--- src/ialu_pkg.sv ---
package ialu_pkg;

    // ==========================================================
    // Opcodes
    localparam logic [7:0] OP_SUB_B2    = 8'h82;
    localparam logic [7:0] OP_SUB_B3    = 8'h83;
    localparam logic [7:0] OP_SUB_W2    = 8'hA2;
    localparam logic [7:0] OP_SUB_W3    = 8'hA3;
    localparam logic [7:0] OP_SUB_L2    = 8'hC2;
    localparam logic [7:0] OP_SUB_L3    = 8'hC3;
    localparam logic [7:0] OP_PROBE_B   = 8'h95;
    localparam logic [7:0] OP_PROBE_W   = 8'hB5;
    localparam logic [7:0] OP_PROBE_L   = 8'hD5;
    localparam logic [7:0] OP_EXOR_B2   = 8'h8C;
    localparam logic [7:0] OP_EXOR_B3   = 8'h8D;
    localparam logic [7:0] OP_EXOR_W2   = 8'hAC;
    localparam logic [7:0] OP_EXOR_W3   = 8'hAD;
    localparam logic [7:0] OP_EXOR_L2   = 8'hCC;
    localparam logic [7:0] OP_EXOR_L3   = 8'hCD;
    localparam logic [7:0] OP_EAM_B     = 8'h9E;
    localparam logic [7:0] OP_EAM_W     = 8'h3E;
    localparam logic [7:0] OP_EAM_L     = 8'hDE;
    localparam logic [7:0] OP_EAM_Q     = 8'h7E;
    localparam logic [7:0] OP_EAS_B     = 8'h9F;
    localparam logic [7:0] OP_EAS_W     = 8'h3F;
    localparam logic [7:0] OP_EAS_L     = 8'hDF;
    localparam logic [7:0] OP_EAS_Q     = 8'h7F;
    localparam logic [7:0] OP_EXT_PFX   = 8'hFD;
    localparam logic [7:0] OP_SCMP_S    = 8'hEC;
    localparam logic [7:0] OP_SCMP_U    = 8'hED;
    localparam logic [7:0] OP_SIGN_WIDEN_S    = 8'hEE;
    localparam logic [7:0] OP_SIGN_WIDEN_U    = 8'hEF;

    // ==========================================================
    // Field limits and context sizes
    localparam logic [7:0] FIELD_MAX_SIZE = 8'h20;
    localparam logic [31:0] FIELD_MAX_POS = 32'h0000_001F;
    localparam logic [5:0] FIELD_REG_BITS = 6'h20;
    localparam logic [4:0] CTX_BYTE = 5'h01;
    localparam logic [4:0] CTX_WORD = 5'h02;
    localparam logic [4:0] CTX_LONG = 5'h04;
    localparam logic [4:0] CTX_QUAD = 5'h08;
    localparam logic [4:0] CTX_OCTA = 5'h10;
    localparam logic [31:0] LONG_BYTES = 32'h0000_0004;

    // ==========================================================
    // Register map (byte addresses) and reset values
    localparam logic [3:0] ADDR_STATUS = 4'h0;
    localparam logic [3:0] ADDR_MASK   = 4'h4;
    localparam logic [3:0] ADDR_OPCNT  = 4'h8;
    localparam logic [2:0] MASK_RESET  = 3'h0;
    localparam int EV_DONE  = 0;
    localparam int EV_FAULT = 1;
    localparam int EV_OVF   = 2;

    typedef enum logic [1:0] {
        IALU_IDLE = 2'b01,
        IALU_BUSY = 2'b10
    } ialu_state_t;

endpackage

--- src/ialu_core.sv ---
`timescale 1ns/1ps
// Contract
// - Decode subtract byte/word/long; odd opcode three-operand, even two-operand.
// - Two-operand: dif minus sub; three-operand: minuend minus sub into destination.
// - Overflow when inputs differ in sign and result sign equals subtrahend sign.
// - Subtract carry is borrow from MSB; N, Z from result; V signed overflow.
// - Flag probe sets N, Z from source, clears V and C; three sizes.
// - Exclusive-OR mask with destination or source; N, Z result, V clear, C kept.
// - Address move writes effective address without access; N, Z from address.
// - Address context from data size; quad one-byte opcode, octa uses prefix.
// - Address push decrements stack pointer, stores address; flags like address move.
// - Field size above 32 raises reserved operand fault.
// - Register field with nonzero size needs position 0 to 31, else fault.
// - Memory field byte address is base plus sign-extended pos[31:3]; offset pos[2:0].
// - Register field uses Rn if pos+size at most 32, else Rn+1:Rn.
// - Memory field touches 1+((size-1+pos[2:0])/8) bytes, none for size zero.
// - Field compare extends field (zero if size 0) against source; flags only.
// - Compare flags: N signed less, Z equal, C unsigned less, V clear.
// - Compare faults on size over 32 or register position over 31 nonzero size.
// - Extract writes extended field or zero; N, Z from result, V clear, C kept.
// - Signed and unsigned extract are two adjacent single-byte opcodes.
module ialu_core
    import ialu_pkg::*;
(
    input  wire logic        mclk_in,
    input  wire logic        nrst_in,
    input  wire logic        op_valid_in,
    input  wire logic [7:0]  opcode_in,
    input  wire logic        prefix_in,
    input  wire logic [31:0] opa_in,
    input  wire logic [31:0] opb_in,
    input  wire logic [31:0] opc_in,
    input  wire logic [31:0] pos_in,
    input  wire logic [7:0]  size_in,
    input  wire logic        base_is_reg_in,
    input  wire logic [31:0] reg_lo_in,
    input  wire logic [31:0] reg_hi_in,
    input  wire logic [63:0] mem_data_in,
    input  wire logic [31:0] stack_pointer_in,
    input  wire logic [3:0]  flags_in,
    input  wire logic [3:0]  avs_address_in,
    input  wire logic        avs_read_in,
    input  wire logic        avs_write_in,
    input  wire logic [31:0] avs_writedata_in,
    output logic             done_out,
    output logic [31:0]      result_out,
    output logic             result_we_out,
    output logic [3:0]       flags_out,
    output logic             fault_out,
    output logic [31:0]      field_addr_out,
    output logic [2:0]       field_bytes_out,
    output logic [31:0]      stack_pointer_out,
    output logic             stack_we_out,
    output logic [31:0]      avs_readdata_out,
    output logic             avs_waitrequest_out,
    output logic             irq_out
);

    // ==========================================================
    // Decode
    logic [4:0]  sz;
    logic        is_sub;
    logic        is_probe;
    logic        is_exor;
    logic        is_eam;
    logic        is_eas;
    logic        is_cmp;
    logic        is_ext;
    logic        signed_fld;
    logic [4:0]  ctx;

    always_comb begin
        sz       = CTX_LONG;
        is_sub   = 1'b0;
        is_probe = 1'b0;
        is_exor  = 1'b0;
        is_eam   = 1'b0;
        is_eas   = 1'b0;
        ctx      = CTX_LONG;
        unique case (opcode_in)
            OP_SUB_B2, OP_SUB_B3: begin is_sub = 1'b1; sz = CTX_BYTE; end
            OP_SUB_W2, OP_SUB_W3: begin is_sub = 1'b1; sz = CTX_WORD; end
            OP_SUB_L2, OP_SUB_L3: begin is_sub = 1'b1; sz = CTX_LONG; end
            OP_PROBE_B: begin is_probe = 1'b1; sz = CTX_BYTE; end
            OP_PROBE_W: begin is_probe = 1'b1; sz = CTX_WORD; end
            OP_PROBE_L: begin is_probe = 1'b1; sz = CTX_LONG; end
            OP_EXOR_B2, OP_EXOR_B3: begin is_exor = 1'b1; sz = CTX_BYTE; end
            OP_EXOR_W2, OP_EXOR_W3: begin is_exor = 1'b1; sz = CTX_WORD; end
            OP_EXOR_L2, OP_EXOR_L3: begin is_exor = 1'b1; sz = CTX_LONG; end
            OP_EAM_B: begin is_eam = 1'b1; ctx = CTX_BYTE; end
            OP_EAM_W: begin is_eam = 1'b1; ctx = CTX_WORD; end
            OP_EAM_L: begin is_eam = 1'b1; ctx = CTX_LONG; end
            OP_EAM_Q: begin is_eam = 1'b1; ctx = prefix_in ? CTX_OCTA : CTX_QUAD; end
            OP_EAS_B: begin is_eas = 1'b1; ctx = CTX_BYTE; end
            OP_EAS_W: begin is_eas = 1'b1; ctx = CTX_WORD; end
            OP_EAS_L: begin is_eas = 1'b1; ctx = CTX_LONG; end
            OP_EAS_Q: begin is_eas = 1'b1; ctx = prefix_in ? CTX_OCTA : CTX_QUAD; end
            default: begin end
        endcase
    end

    assign is_cmp     = (opcode_in == OP_SCMP_S) || (opcode_in == OP_SCMP_U);
    assign is_ext     = (opcode_in == OP_SIGN_WIDEN_S) || (opcode_in == OP_SIGN_WIDEN_U);
    assign signed_fld = ~opcode_in[0];

    // ==========================================================
    // Sized arithmetic: operate on a 32-bit window, sign bit chosen by size
    function automatic logic [31:0] trim(input logic [31:0] v, input logic [4:0] s);
        unique case (s)
            CTX_BYTE: trim = {24'h00_0000, v[7:0]};
            CTX_WORD: trim = {16'h0000, v[15:0]};
            default:  trim = v;
        endcase
    endfunction

    function automatic logic msb(input logic [31:0] v, input logic [4:0] s);
        unique case (s)
            CTX_BYTE: msb = v[7];
            CTX_WORD: msb = v[15];
            default:  msb = v[31];
        endcase
    endfunction

    // Operand roles: opa = sub/mask, opb = dif/dst (2-op) or minuend/src (3-op)
    logic [31:0] sub_src;
    logic [31:0] sub_min;
    logic [32:0] sub_wide;
    logic [31:0] sub_res;
    logic        sub_v;
    logic        sub_c;
    logic [31:0] xor_res;

    assign sub_src  = trim(opa_in, sz);
    assign sub_min  = trim(opb_in, sz);
    assign sub_wide = {1'b0, sub_min} - {1'b0, sub_src};
    assign sub_res  = trim(sub_wide[31:0], sz);
    assign sub_v    = (msb(sub_min, sz) != msb(sub_src, sz))
                      && (msb(sub_res, sz) == msb(sub_src, sz));
    assign sub_c    = sub_min < sub_src;
    assign xor_res  = trim(opa_in ^ opb_in, sz);

    // ==========================================================
    // Bit-field unit
    logic        size_bad;
    logic        pos_bad;
    logic        fld_fault;
    logic [5:0]  bit_off;
    logic [63:0] src_bits;
    logic [63:0] shifted;
    logic [31:0] fld_mask;
    logic [31:0] fld_raw;
    logic [31:0] fld_val;
    logic [32:0] pos_plus;
    logic [8:0]  span;

    assign size_bad  = size_in > FIELD_MAX_SIZE;
    assign pos_bad   = base_is_reg_in && (size_in != 8'h00) && (pos_in > FIELD_MAX_POS);
    assign fld_fault = size_bad || pos_bad;
    assign pos_plus  = {1'b0, pos_in} + {25'h000_0000, size_in};
    // Register fields take Rn+1:Rn only when they spill past bit 31
    assign src_bits  = base_is_reg_in
                       ? ((pos_plus > {27'h000_0000, FIELD_REG_BITS}) ? {reg_hi_in, reg_lo_in}
                                                                      : {32'h0000_0000, reg_lo_in})
                       : mem_data_in;
    assign bit_off   = base_is_reg_in ? pos_in[5:0] : {3'h0, pos_in[2:0]};
    assign shifted   = src_bits >> bit_off;
    assign fld_mask  = (size_in[5:0] >= FIELD_REG_BITS) ? 32'hFFFF_FFFF
                       : ~(32'hFFFF_FFFF << size_in[4:0]);
    assign fld_raw   = shifted[31:0] & fld_mask;

    always_comb begin
        fld_val = fld_raw;
        if (size_in == 8'h00) begin
            fld_val = 32'h0000_0000;
        end else if (signed_fld && fld_raw[size_in[4:0] - 5'h01]) begin
            fld_val = fld_raw | ~fld_mask;
        end
    end

    // Bytes touched: 1 + (size-1+pos[2:0])/8, max 5 for size 32 at offset 7
    assign span = {1'b0, size_in} - 9'h001 + {6'h00, pos_in[2:0]};

    // ==========================================================
    // Issue sequencer
    ialu_state_t state_reg;

    always_ff @(posedge mclk_in or negedge nrst_in) begin
        if (!nrst_in) begin
            state_reg <= IALU_IDLE;
        end else begin
            unique case (state_reg)
                IALU_IDLE: state_reg <= op_valid_in ? IALU_BUSY : IALU_IDLE;
                IALU_BUSY: state_reg <= IALU_IDLE;
            endcase
        end
    end

    // ==========================================================
    // Execute and write back (one cycle after acceptance)
    logic accept;

    assign accept = op_valid_in && (state_reg == IALU_IDLE);

    always_ff @(posedge mclk_in or negedge nrst_in) begin
        if (!nrst_in) begin
            done_out          <= 1'b0;
            result_out        <= 32'h0000_0000;
            result_we_out     <= 1'b0;
            flags_out         <= 4'h0;
            fault_out         <= 1'b0;
            field_addr_out    <= 32'h0000_0000;
            field_bytes_out   <= 3'h0;
            stack_pointer_out <= 32'h0000_0000;
            stack_we_out      <= 1'b0;
        end else begin
            done_out      <= accept;
            result_we_out <= 1'b0;
            stack_we_out  <= 1'b0;
            fault_out     <= 1'b0;
            if (accept) begin
                flags_out <= flags_in;
                if (is_sub) begin
                    result_out    <= sub_res;
                    result_we_out <= 1'b1;
                    flags_out     <= {msb(sub_res, sz), sub_res == 32'h0, sub_v, sub_c};
                end else if (is_probe) begin
                    flags_out <= {msb(opa_in, sz), trim(opa_in, sz) == 32'h0, 2'b00};
                end else if (is_exor) begin
                    result_out    <= xor_res;
                    result_we_out <= 1'b1;
                    flags_out     <= {msb(xor_res, sz), xor_res == 32'h0, 1'b0, flags_in[0]};
                end else if (is_eam || is_eas) begin
                    // Address only; the operand behind it is never fetched
                    flags_out <= {opa_in[31], opa_in == 32'h0, 1'b0, flags_in[0]};
                    if (is_eam) begin
                        result_out    <= opa_in;
                        result_we_out <= 1'b1;
                    end else begin
                        stack_pointer_out <= stack_pointer_in - LONG_BYTES;
                        result_out        <= opa_in;
                        stack_we_out      <= 1'b1;
                    end
                end else if (is_cmp || is_ext) begin
                    field_addr_out  <= opc_in + {{3{pos_in[31]}}, pos_in[31:3]};
                    field_bytes_out <= (size_in == 8'h00 || base_is_reg_in) ? 3'h0
                                       : 3'h1 + span[5:3];
                    if (fld_fault) begin
                        fault_out <= 1'b1;
                    end else if (is_cmp) begin
                        flags_out <= {$signed(fld_val) < $signed(opb_in),
                                      fld_val == opb_in, 1'b0, fld_val < opb_in};
                    end else begin
                        result_out    <= fld_val;
                        result_we_out <= 1'b1;
                        flags_out     <= {fld_val[31], fld_val == 32'h0, 1'b0, flags_in[0]};
                    end
                end
            end
        end
    end

    // ==========================================================
    // Event status, mask, interrupt and Avalon slave
    logic [2:0]  ev_stat_reg;
    logic [2:0]  ev_mask_reg;
    logic [31:0] opcnt_reg;
    logic [2:0]  ev_hit;
    logic        stat_rd;
    logic [2:0]  stat_kept;

    assign ev_hit  = {accept && is_sub && sub_v, accept && (is_cmp || is_ext) && fld_fault, accept};
    assign stat_rd = avs_read_in && !avs_waitrequest_out && (avs_address_in == ADDR_STATUS);
    // Clear only what the read returned, so an event landing inside the access is not lost
    assign stat_kept = stat_rd ? (ev_stat_reg & ~avs_readdata_out[2:0]) : ev_stat_reg;

    // Waitrequest drops in the cycle after a request, so each access takes two edges
    always_ff @(posedge mclk_in or negedge nrst_in) begin
        if (!nrst_in) begin
            avs_waitrequest_out <= 1'b1;
        end else begin
            avs_waitrequest_out <= !((avs_read_in || avs_write_in) && avs_waitrequest_out);
        end
    end

    always_ff @(posedge mclk_in or negedge nrst_in) begin
        if (!nrst_in) begin
            ev_stat_reg <= 3'h0;
        end else begin
            // New events win over the read-clear
            ev_stat_reg <= stat_kept | ev_hit;
        end
    end

    always_ff @(posedge mclk_in or negedge nrst_in) begin
        if (!nrst_in) begin
            ev_mask_reg <= MASK_RESET;
        end else if (avs_write_in && !avs_waitrequest_out && avs_address_in == ADDR_MASK) begin
            ev_mask_reg <= avs_writedata_in[2:0];
        end
    end

    always_ff @(posedge mclk_in or negedge nrst_in) begin
        if (!nrst_in) begin
            opcnt_reg <= 32'h0000_0000;
        end else if (avs_write_in && !avs_waitrequest_out && avs_address_in == ADDR_OPCNT) begin
            opcnt_reg <= 32'h0000_0000;
        end else if (accept) begin
            opcnt_reg <= opcnt_reg + 32'h0000_0001;
        end
    end

    always_ff @(posedge mclk_in or negedge nrst_in) begin
        if (!nrst_in) begin
            avs_readdata_out <= 32'h0000_0000;
            irq_out          <= 1'b0;
        end else begin
            irq_out <= |((stat_kept | ev_hit) & ev_mask_reg);
            unique case (avs_address_in)
                ADDR_STATUS: avs_readdata_out <= {29'h0, ev_stat_reg};
                ADDR_MASK:   avs_readdata_out <= {29'h0, ev_mask_reg};
                ADDR_OPCNT:  avs_readdata_out <= opcnt_reg;
                default:     avs_readdata_out <= 32'h0000_0000;
            endcase
        end
    end

    // ==========================================================
    // Checks
    chk_sub_ovf_flag: assert property (@(posedge mclk_in) disable iff (!nrst_in)
        accept && is_sub |=> flags_out[1] == $past(sub_v)) else $error("subtract overflow flag wrong");
    chk_field_fault: assert property (@(posedge mclk_in) disable iff (!nrst_in)
        accept && is_ext && size_in > FIELD_MAX_SIZE |=> fault_out && !result_we_out)
        else $error("oversize field not faulted");
    chk_regpos_fault: assert property (@(posedge mclk_in) disable iff (!nrst_in)
        accept && is_cmp && base_is_reg_in && size_in != 8'h00 && pos_in > FIELD_MAX_POS |=> fault_out)
        else $error("register position not faulted");
    chk_probe_flags: assert property (@(posedge mclk_in) disable iff (!nrst_in)
        accept && is_probe |=> flags_out[1:0] == 2'b00 && !result_we_out)
        else $error("probe wrote or set v/c");
    chk_exor_carry: assert property (@(posedge mclk_in) disable iff (!nrst_in)
        accept && is_exor |=> flags_out[0] == $past(flags_in[0]) && result_we_out)
        else $error("exor carry changed");
    chk_push_sp: assert property (@(posedge mclk_in) disable iff (!nrst_in)
        accept && is_eas |=> stack_we_out && stack_pointer_out == $past(stack_pointer_in) - LONG_BYTES)
        else $error("push stack pointer wrong");
    chk_cmp_noresult: assert property (@(posedge mclk_in) disable iff (!nrst_in)
        accept && is_cmp |=> !result_we_out && (fault_out || flags_out[1] == ($past(fld_val) == $past(opb_in))))
        else $error("compare wrote result");
    chk_zero_size: assert property (@(posedge mclk_in) disable iff (!nrst_in)
        accept && is_ext && size_in == 8'h00 |=> result_out == 32'h0 && field_bytes_out == 3'h0)
        else $error("zero size extract not zero");
    chk_irq_level: assert property (@(posedge mclk_in) disable iff (!nrst_in)
        irq_out |-> ($past(ev_hit) & $past(ev_mask_reg)) != 3'h0
                    || ($past(ev_stat_reg) & $past(ev_mask_reg)) != 3'h0)
        else $error("irq without masked event");

endmodule

--- config.mk ---
export PLATFORM = sky130hd
export DESIGN_NAME = ialu_core
export DESIGN_NICKNAME = d
export VERILOG_FILES = /design/src/ialu_pkg.sv /design/src/ialu_core.sv
export SDC_FILE = /design/constraint.sdc
export NUM_CORES = 1
export LEC_CHECK = 0
export BUFFER_PORTS_ARGS = -buffer_cell sky130_fd_sc_hd__buf_2
export CAP_MARGIN = 25
export CORE_MARGIN = 2
export CORE_UTILIZATION = 42
export DETAILED_ROUTE_END_ITERATION = 8
export PLACE_DENSITY_LB_ADDON = 0.15
export SYNTH_ARGS = -nofsm -noshare
export SYNTH_HDL_FRONTEND = slang
export SYNTH_SLANG_ARGS = --single-unit
--- constraint.sdc ---
create_clock -name mclk_in -period 8.52 [get_ports mclk_in]
set_input_delay 1.704 -clock mclk_in [delete_from_list [all_inputs] [get_ports mclk_in]]
set_output_delay 1.704 -clock mclk_in [all_outputs]
set_load 0.02 [all_outputs]
## After elaboration in Yosys (flattened, before gate mapping)

Index checks and enable logic that the tools add are counted.

| storage, ports and cells | value |
|---|---|
| bits in registers | 181 |
| latch bits | 0 |
| RAM bits | 0 |
| memory bits (read-only) | 0 |
| input port bits | 351 |
| output and inout bits | 141 |
| memories | 0 |

| cells by class | value |
|---|---|
| add/subtract/negate cells | 9 |
| $mul | 0 |
| divide/modulo/power cells | 0 |
| $lt $le $gt $ge | 8 |
| eq/ne operators | 39 |
| shift operators | 2 |
| muxes and demuxes | 69 |
| bitwise gates (word level) | 15 |
| reduce and logical (&&, ||, !) cells | 45 |

Operators with widths:

| operator | number |
|---|---|
| $mux W32 | 15 |
| $pmux W32 S2 | 4 |
| $eq A8 B8 Y1 const B | 23 |
| $logic_not A32 Y1 | 5 |
| $mux W64 | 2 |
| $lt A32 B32 Y1 | 3 |
| $pmux W32 S3 | 1 |
| $not A32 Y32 | 2 |
| $shr A64 B6 Y32 | 1 |
| $add A32 B8 Y33 | 1 |
| $gt A33 B6 Y1 const B | 1 |
| $add A32 B1 Y32 const B | 1 |
| $add A32 B32 Y32 | 1 |
| $and A32 B32 Y32 | 1 |
| $eq A32 B32 Y1 | 1 |
| $gt A32 B5 Y1 const B | 1 |
| $or A32 B32 Y32 | 1 |
| $shl A32 B5 Y32 const A | 1 |
| $sub A32 B3 Y32 const B | 1 |
| $sub A32 B32 Y32 | 1 |
| $xor A32 B32 Y32 | 1 |
| $mux W1 | 28 |
| $mux W4 | 7 |
| $eq A8 B6 Y1 const B | 2 |
| other kinds (43) | 82 |

## Depth between registers and ports, before layout

| logic depth | value |
|---|---|
| depth in word-level cells | 19 |
| gate-level depth with buffers | 42 |
| gate-level depth less buffers | 33 |

## Least setup slack after synthesis

Ideal clock, no wire load.

| timing path | value |
|---|---|
| path type | input -> register |
| start point | input pos_in[2] |
| end point | register flags_out[0] |
| setup time | 0.083 ns |
| data arrival time | 9.366 ns |
| required time | 8.437 ns |
| setup slack | -0.929 ns |
| stages on the path | 41 |
| path buffers | 8 |
| cell sequence | clkbuf_1 -> clkinv_1 -> clkbuf_1 -> clkbuf_1 -> clkbuf_1 -> buf_1 -> ha_1 -> a211oi_1 -> o21ai_2 -> a311oi_1 -> a31oi_1 -> a2111oi_2 -> and4_4 -> buf_6 -> nand3_4 -> a221oi_2 -> nor3_1 -> o311a_1 -> [5 not listed] -> nand3_1 -> a21oi_1 -> ha_1 -> nor2b_1 -> o21a_1 -> o21ai_0 -> nand2b_1 -> a21oi_1 -> nor2b_1 -> o21ai_0 -> nand2b_1 -> a21oi_1 -> o31ai_1 -> a2111oi_0 -> a41oi_1 -> nor3_1 -> a21oi_1 -> o21ai_0 |

| between the ends | value |
|---|---|
| cells in the longest elaborated chain, start to end | 19 |

Ends and longest elaborated chain:

| element | line | RTL |
|---|---|---|
| start, declared | ialu_core.sv:33 | `input wire logic [31:0] pos_in,` |
| $add A32 B8 Y33 | ialu_core.sv:159 | `assign pos_plus = {1'b0, pos_in} + {25'h000_0000, size_in};` |
| $gt A33 B6 Y1 | ialu_core.sv:162 | `? ((pos_plus > {27'h000_0000, FIELD_REG_BITS}) ? {reg_hi_in, reg_lo_in}` |
| $mux W64 (2 in series) | ialu_core.sv:162 |  |
| $shr A64 B6 Y32 | ialu_core.sv:166 | `assign shifted = src_bits >> bit_off;` |
| $and A32 B32 Y32 | ialu_core.sv:169 | `assign fld_raw = shifted[31:0] & fld_mask;` |
| $bmux W1 S5 | ialu_core.sv:175 | `end else if (signed_fld && fld_raw[size_in[4:0] - 5'h01]) begin` |
| $mux W1 (implied by the code) | ialu_core.sv:175 |  |
| $logic_and A1 B1 Y1 | ialu_core.sv:175 |  |
| [2 not listed] | n/a |  |
| $lt A32 B32 Y1 | ialu_core.sv:251 | `fld_val == opb_in, 1'b0, fld_val < opb_in};` |
| $mux W4 | ialu_core.sv:249 | `end else if (is_cmp) begin` |
| $mux W4 (*) | ialu_core.sv:247 | `if (fld_fault) begin` |
| $mux W4 (*) | ialu_core.sv:243 | `end else if (is_cmp \|\| is_ext) begin` |
| $mux W4 (*) | ialu_core.sv:232 | `end else if (is_eam \|\| is_eas) begin` |
| $mux W4 (*) | ialu_core.sv:228 | `end else if (is_exor) begin` |
| $mux W4 (*) | ialu_core.sv:226 | `end else if (is_probe) begin` |
| $mux W4 (*) | ialu_core.sv:222 | `if (is_sub) begin` |
| end signal, assigned | ialu_core.sv:221 | `flags_out <= flags_in;` |
| end signal, assigned | ialu_core.sv:227 | `flags_out <= {msb(opa_in, sz), trim(opa_in, sz) == 32'h0, 2'b00};` |
| end signal, assigned | ialu_core.sv:234 | `flags_out <= {opa_in[31], opa_in == 32'h0, 1'b0, flags_in[0]};` |
| end, declared | ialu_core.sv:48 | `output logic [3:0] flags_out,` |

Mark *: on every way between the ends. The rest lies on a longest branch, timed or not. The select of a mux whose other input is x is not followed.
A chain may end at the register's enable or synchronous reset.

## Final worst setup path

| timing path | value |
|---|---|
| start point | input size_in[2] |
| end point | register flags_out[3] |

| between the ends | value |
|---|---|
| cells in the longest elaborated chain, start to end | 19 |

Ends and longest elaborated chain:

| element | line | RTL |
|---|---|---|
| start, declared | ialu_core.sv:34 | `input wire logic [7:0] size_in,` |
| $add A32 B8 Y33 | ialu_core.sv:159 |  |
| $gt A33 B6 Y1 | ialu_core.sv:162 |  |
| $mux W64 (2 in series) | ialu_core.sv:162 |  |
| $shr A64 B6 Y32 | ialu_core.sv:166 |  |
| $and A32 B32 Y32 | ialu_core.sv:169 |  |
| $bmux W1 S5 | ialu_core.sv:175 |  |
| $mux W1 (implied by the code) | ialu_core.sv:175 |  |
| $logic_and A1 B1 Y1 | ialu_core.sv:175 |  |
| [2 not listed] | n/a |  |
| $lt A32 B32 Y1 | ialu_core.sv:250 | `flags_out <= {$signed(fld_val) < $signed(opb_in),` |
| $mux W4 | ialu_core.sv:249 |  |
| $mux W4 (*) | ialu_core.sv:247 |  |
| $mux W4 (*) | ialu_core.sv:243 |  |
| $mux W4 (*) | ialu_core.sv:232 |  |
| $mux W4 (*) | ialu_core.sv:228 |  |
| $mux W4 (*) | ialu_core.sv:226 |  |
| $mux W4 (*) | ialu_core.sv:222 |  |

Marked as above.

==> out/summary.md <==
Final-report max-slew violation count: 0. For this design, the sink count on the clock tree is 181. Data on the critical path arrives at its endpoint at 8.65 ns. The detailed router finished its first iteration with 2592 violations.

STA classifies the critical path startpoint as an input port. After detailed routing, the average wire length per cell comes to 22.5 um. The worst stage delay on the critical path is 0.49 ns.

For the clock latency at the later pin of the worst-skew pair, the log shows 0.48 ns. The height of the chip was 230 um; the post-route fraction of the period consumed by the critical path was 96.9%. The number of buffers and inverters on the critical path is 7.

The CTS clock-pin slew for the worst setup and hold paths was 0.09 ns; the setup skew after layout was 0.0129 ns. Detailed placement finished with a half-perimeter wire length of 74800 um. In this run, placement finished with an instance count of 4103. The layout overhead on the synthesized area works out to 27.8%. 492 I/O pins were placed. Post-synthesis net count: 3326.

Dominant delay contributor by cell family on the critical path: compound AO/OA/AOI/OAI gates. The maximum fanout encountered on the critical timing path is 7, and the residual DRC count is 0. The clock passes through at most 2 buffers.

TritonCTS built the clock tree. The number of iterations in the first detailed-routing pass came out at 8. The critical path in this run is classified as in -> reg. The count of nets left with antenna violations once routing finished came out at 0. The logs give 0.157 mV for the largest voltage drop on the vdd net and 82 for the number of rows created at floorplan. For the hold violation total from the final report, the log shows 0.

STA classifies the critical path endpoint as a register. Once placement finished, the instance area stood at 26100 um^2. Yosys mapped a number of flops with a built-in enable equal to 0. The run gives 4 as the number of H-tree levels. Via count of the first global-routing pass: 24700.

The Yosys step of the flow raised 0 warnings. The initial utilization of the core area, before any placement, comes to 42.6%. The worst path needs 8.26 ns of the cycle, external delays included. The floorplan step set the die width to 230 um.

Input and output buffers added on the ports amount to 461. The logs give 16200 um^2 for the area used by multi-input combinational logic and 50300 um^2 for the core region area. The class of the worst hold path was reg -> reg. The TritonCTS buffer count is 17. In this run, post-CTS hold repair placed 0 buffers. The total power per unit cell area came out at 136 nW/um^2. Setup violations remaining at the end of the flow were counted as 0. Registers take 4530 um^2.

The tools report the leftover overflow at the end of global routing as 0. Synthesis instantiated 101 different standard cells from the library. Setup repair after global routing could not meet its margin everywhere. The root buffer cell chosen for the clock tree is sky130_fd_sc_hd__clkbuf_16.

The per-cell via count in the routed design works out to 6.11. The layout filler cell count is 5052, and the area of the mapped netlist is 21400 um^2. After the last flow step, the layout net total stands at 3946. The die covers 52800 um^2. The most frequent cell on the critical path is sky130_fd_sc_hd__buf_4. The library cells used most frequently in the layout, excluding fill and tap cells, are sky130_fd_sc_hd__buf_2, sky130_fd_sc_hd__nand2_1, sky130_fd_sc_hd__buf_4, sky130_fd_sc_hd__nor2_1, sky130_fd_sc_hd__o21ai_0.

Global placement routability congestion: 0.983. A synthesized cell averages 7.51 um^2. The library cell used most frequently in the layout, excluding fill and tap cells, is sky130_fd_sc_hd__buf_2. The total leakage power was 12.9 nW.

In the synthesized netlist the async set-or-reset flop fraction comes to 100%. Number of antenna violations at the first check in global routing: 8. The final-layout worst hold slack came out at 0.477 ns.

Global routing used 34.5% of the available tracks across all layers. Max-cap violations in this run came to 0. Setup slack on the worst reg-to-reg path comes out at 3.80 ns. The run gives 71 as the maximum number of pins on one net before global-route repair.

The sequential area share after synthesis was 21.2%. The first-pass GRT wire length came out at 143000 um. Via count of the routed design: 25400. The number of cells in the finished layout apart from fillers is 4160, and the utilization after layout is 54.4%. The post-route netlist has 28.1% of its cells at a drive strength greater than 1. The tools report the number of instances in the synthesized netlist as 2849.

Cell with the largest stage delay on the worst path: sky130_fd_sc_hd__or4_1. For the required time of the critical path, the log shows 8.92 ns. The tightest slew margin relative to the limit was 40.3%.

For the pin with the worst max-slew slack, the measured transition is 0.889 ns. The most used flip-flop cell after synthesis is sky130_fd_sc_hd__dfrtp_1. The number of flip-flops and latches in the synthesized netlist came out at 181.

The finished cells cover 27400 um^2. For the highest clock rate, the log shows 121 MHz. The flow ran to the end, and the final reports show no timing, DRC or antenna violations. Total wirelength of the detailed-routed design: 93600 um.
==> worst paths after layout <==
check                                    from               endpoint  cells after the start
min                        field_addr_out[12]     field_addr_out[12]                      2
max                                size_in[2]           flags_out[3]                     37
max reg2reg                      state_reg[0]           flags_out[2]                     13
min reg2reg                field_addr_out[12]     field_addr_out[12]                      2
min in group asynchronous             nrst_in     field_addr_out[29]                      1
max in group asynchronous             nrst_in  stack_pointer_out[20]                      2
==> logic make-up (layout without fill, tap and decap cells) <==
kind of cell               Yosys count  after routing  synth area share [%]
xor gates and xnor gates           124            124                  5.07
and+or+nand+nor                   1204           1204                  26.5
adders and majority gates          126            126                  7.47
DFF                                181            181                  21.2
AOI/OAI and AO/OA                  817            818                  24.6
other                                0              6                     0
muxes                              126            126                  10.1
buffers and inverters              271            903                  5.11
==> stage by stage <==
stage               setup slack (ns)  setup TNS, ns  power (mW)
global placement              -0.619          -1.51        2.75
CTS                           0.0697              0        3.66
floorplan                    0.00553              0        2.02
finish                         0.263              0        3.72
global route                 -0.0873         -0.194        3.92
detailed placement            -0.673          -1.67        2.77
==> tightest hold or removal path: stages, from the launching register on <==
cell and delay [ns]:
sky130_fd_sc_hd__dfrtp_1 0.35, sky130_fd_sc_hd__nand2_1 0.04, sky130_fd_sc_hd__o21ai_0 0.05
==> power by group <==
group	total, mW	switching (mW)	internal (mW)
Sequential	1.02	0.0658	0.953
Combinational	1.84	1.09	0.755
Clock	0.858	0.427	0.431
Total	3.72	1.58	2.14
==> final cells by class <==
type,instances,share of cell area (%)
Timing Repair Buffer,764,17.3
Tap cell,672,3.07
Multi-Input combinational cell,2398,59.2
Antenna cell,6,0.0549
Clock buffer,17,1.55
Sequential cell,181,16.6
Inverter,107,1.49
Clock inverter,15,0.787
==> metal layers <==
layer	wire length (um)	vias up	GRT usage [%]
li1	-	11800	-
met1	38700	12100	46.0
met2	43200	1290	55.6
met3	8630	213	6.83
met4	3160	4	12.1
met5	30	-	0
==> synthesized netlist by cell type (all sizes together), types with 58 or more instances <==
library cell  instances  area (um^2)
nor2                285         1070
clkbuf              113          424
nand3                78          408
dfrtp               179         4480
ha                  123         1540
inv                 103          387
xor2                 66          578
nor3                 84          420
nand2               442         1660
xnor2                58          508
a21oi               194          975
mux4                 70         1580
o21ai               242         1210
==> repair_timing <==
action / in CTS / in global routing
endpoints found under the setup margin: 2 / 3
gates resized for setup: 3 / 85
buffers inserted: 2 / 15
pin swaps: 1 / 41
gates cloned: 0 / 1
Power figures use the tool's default switching activity.
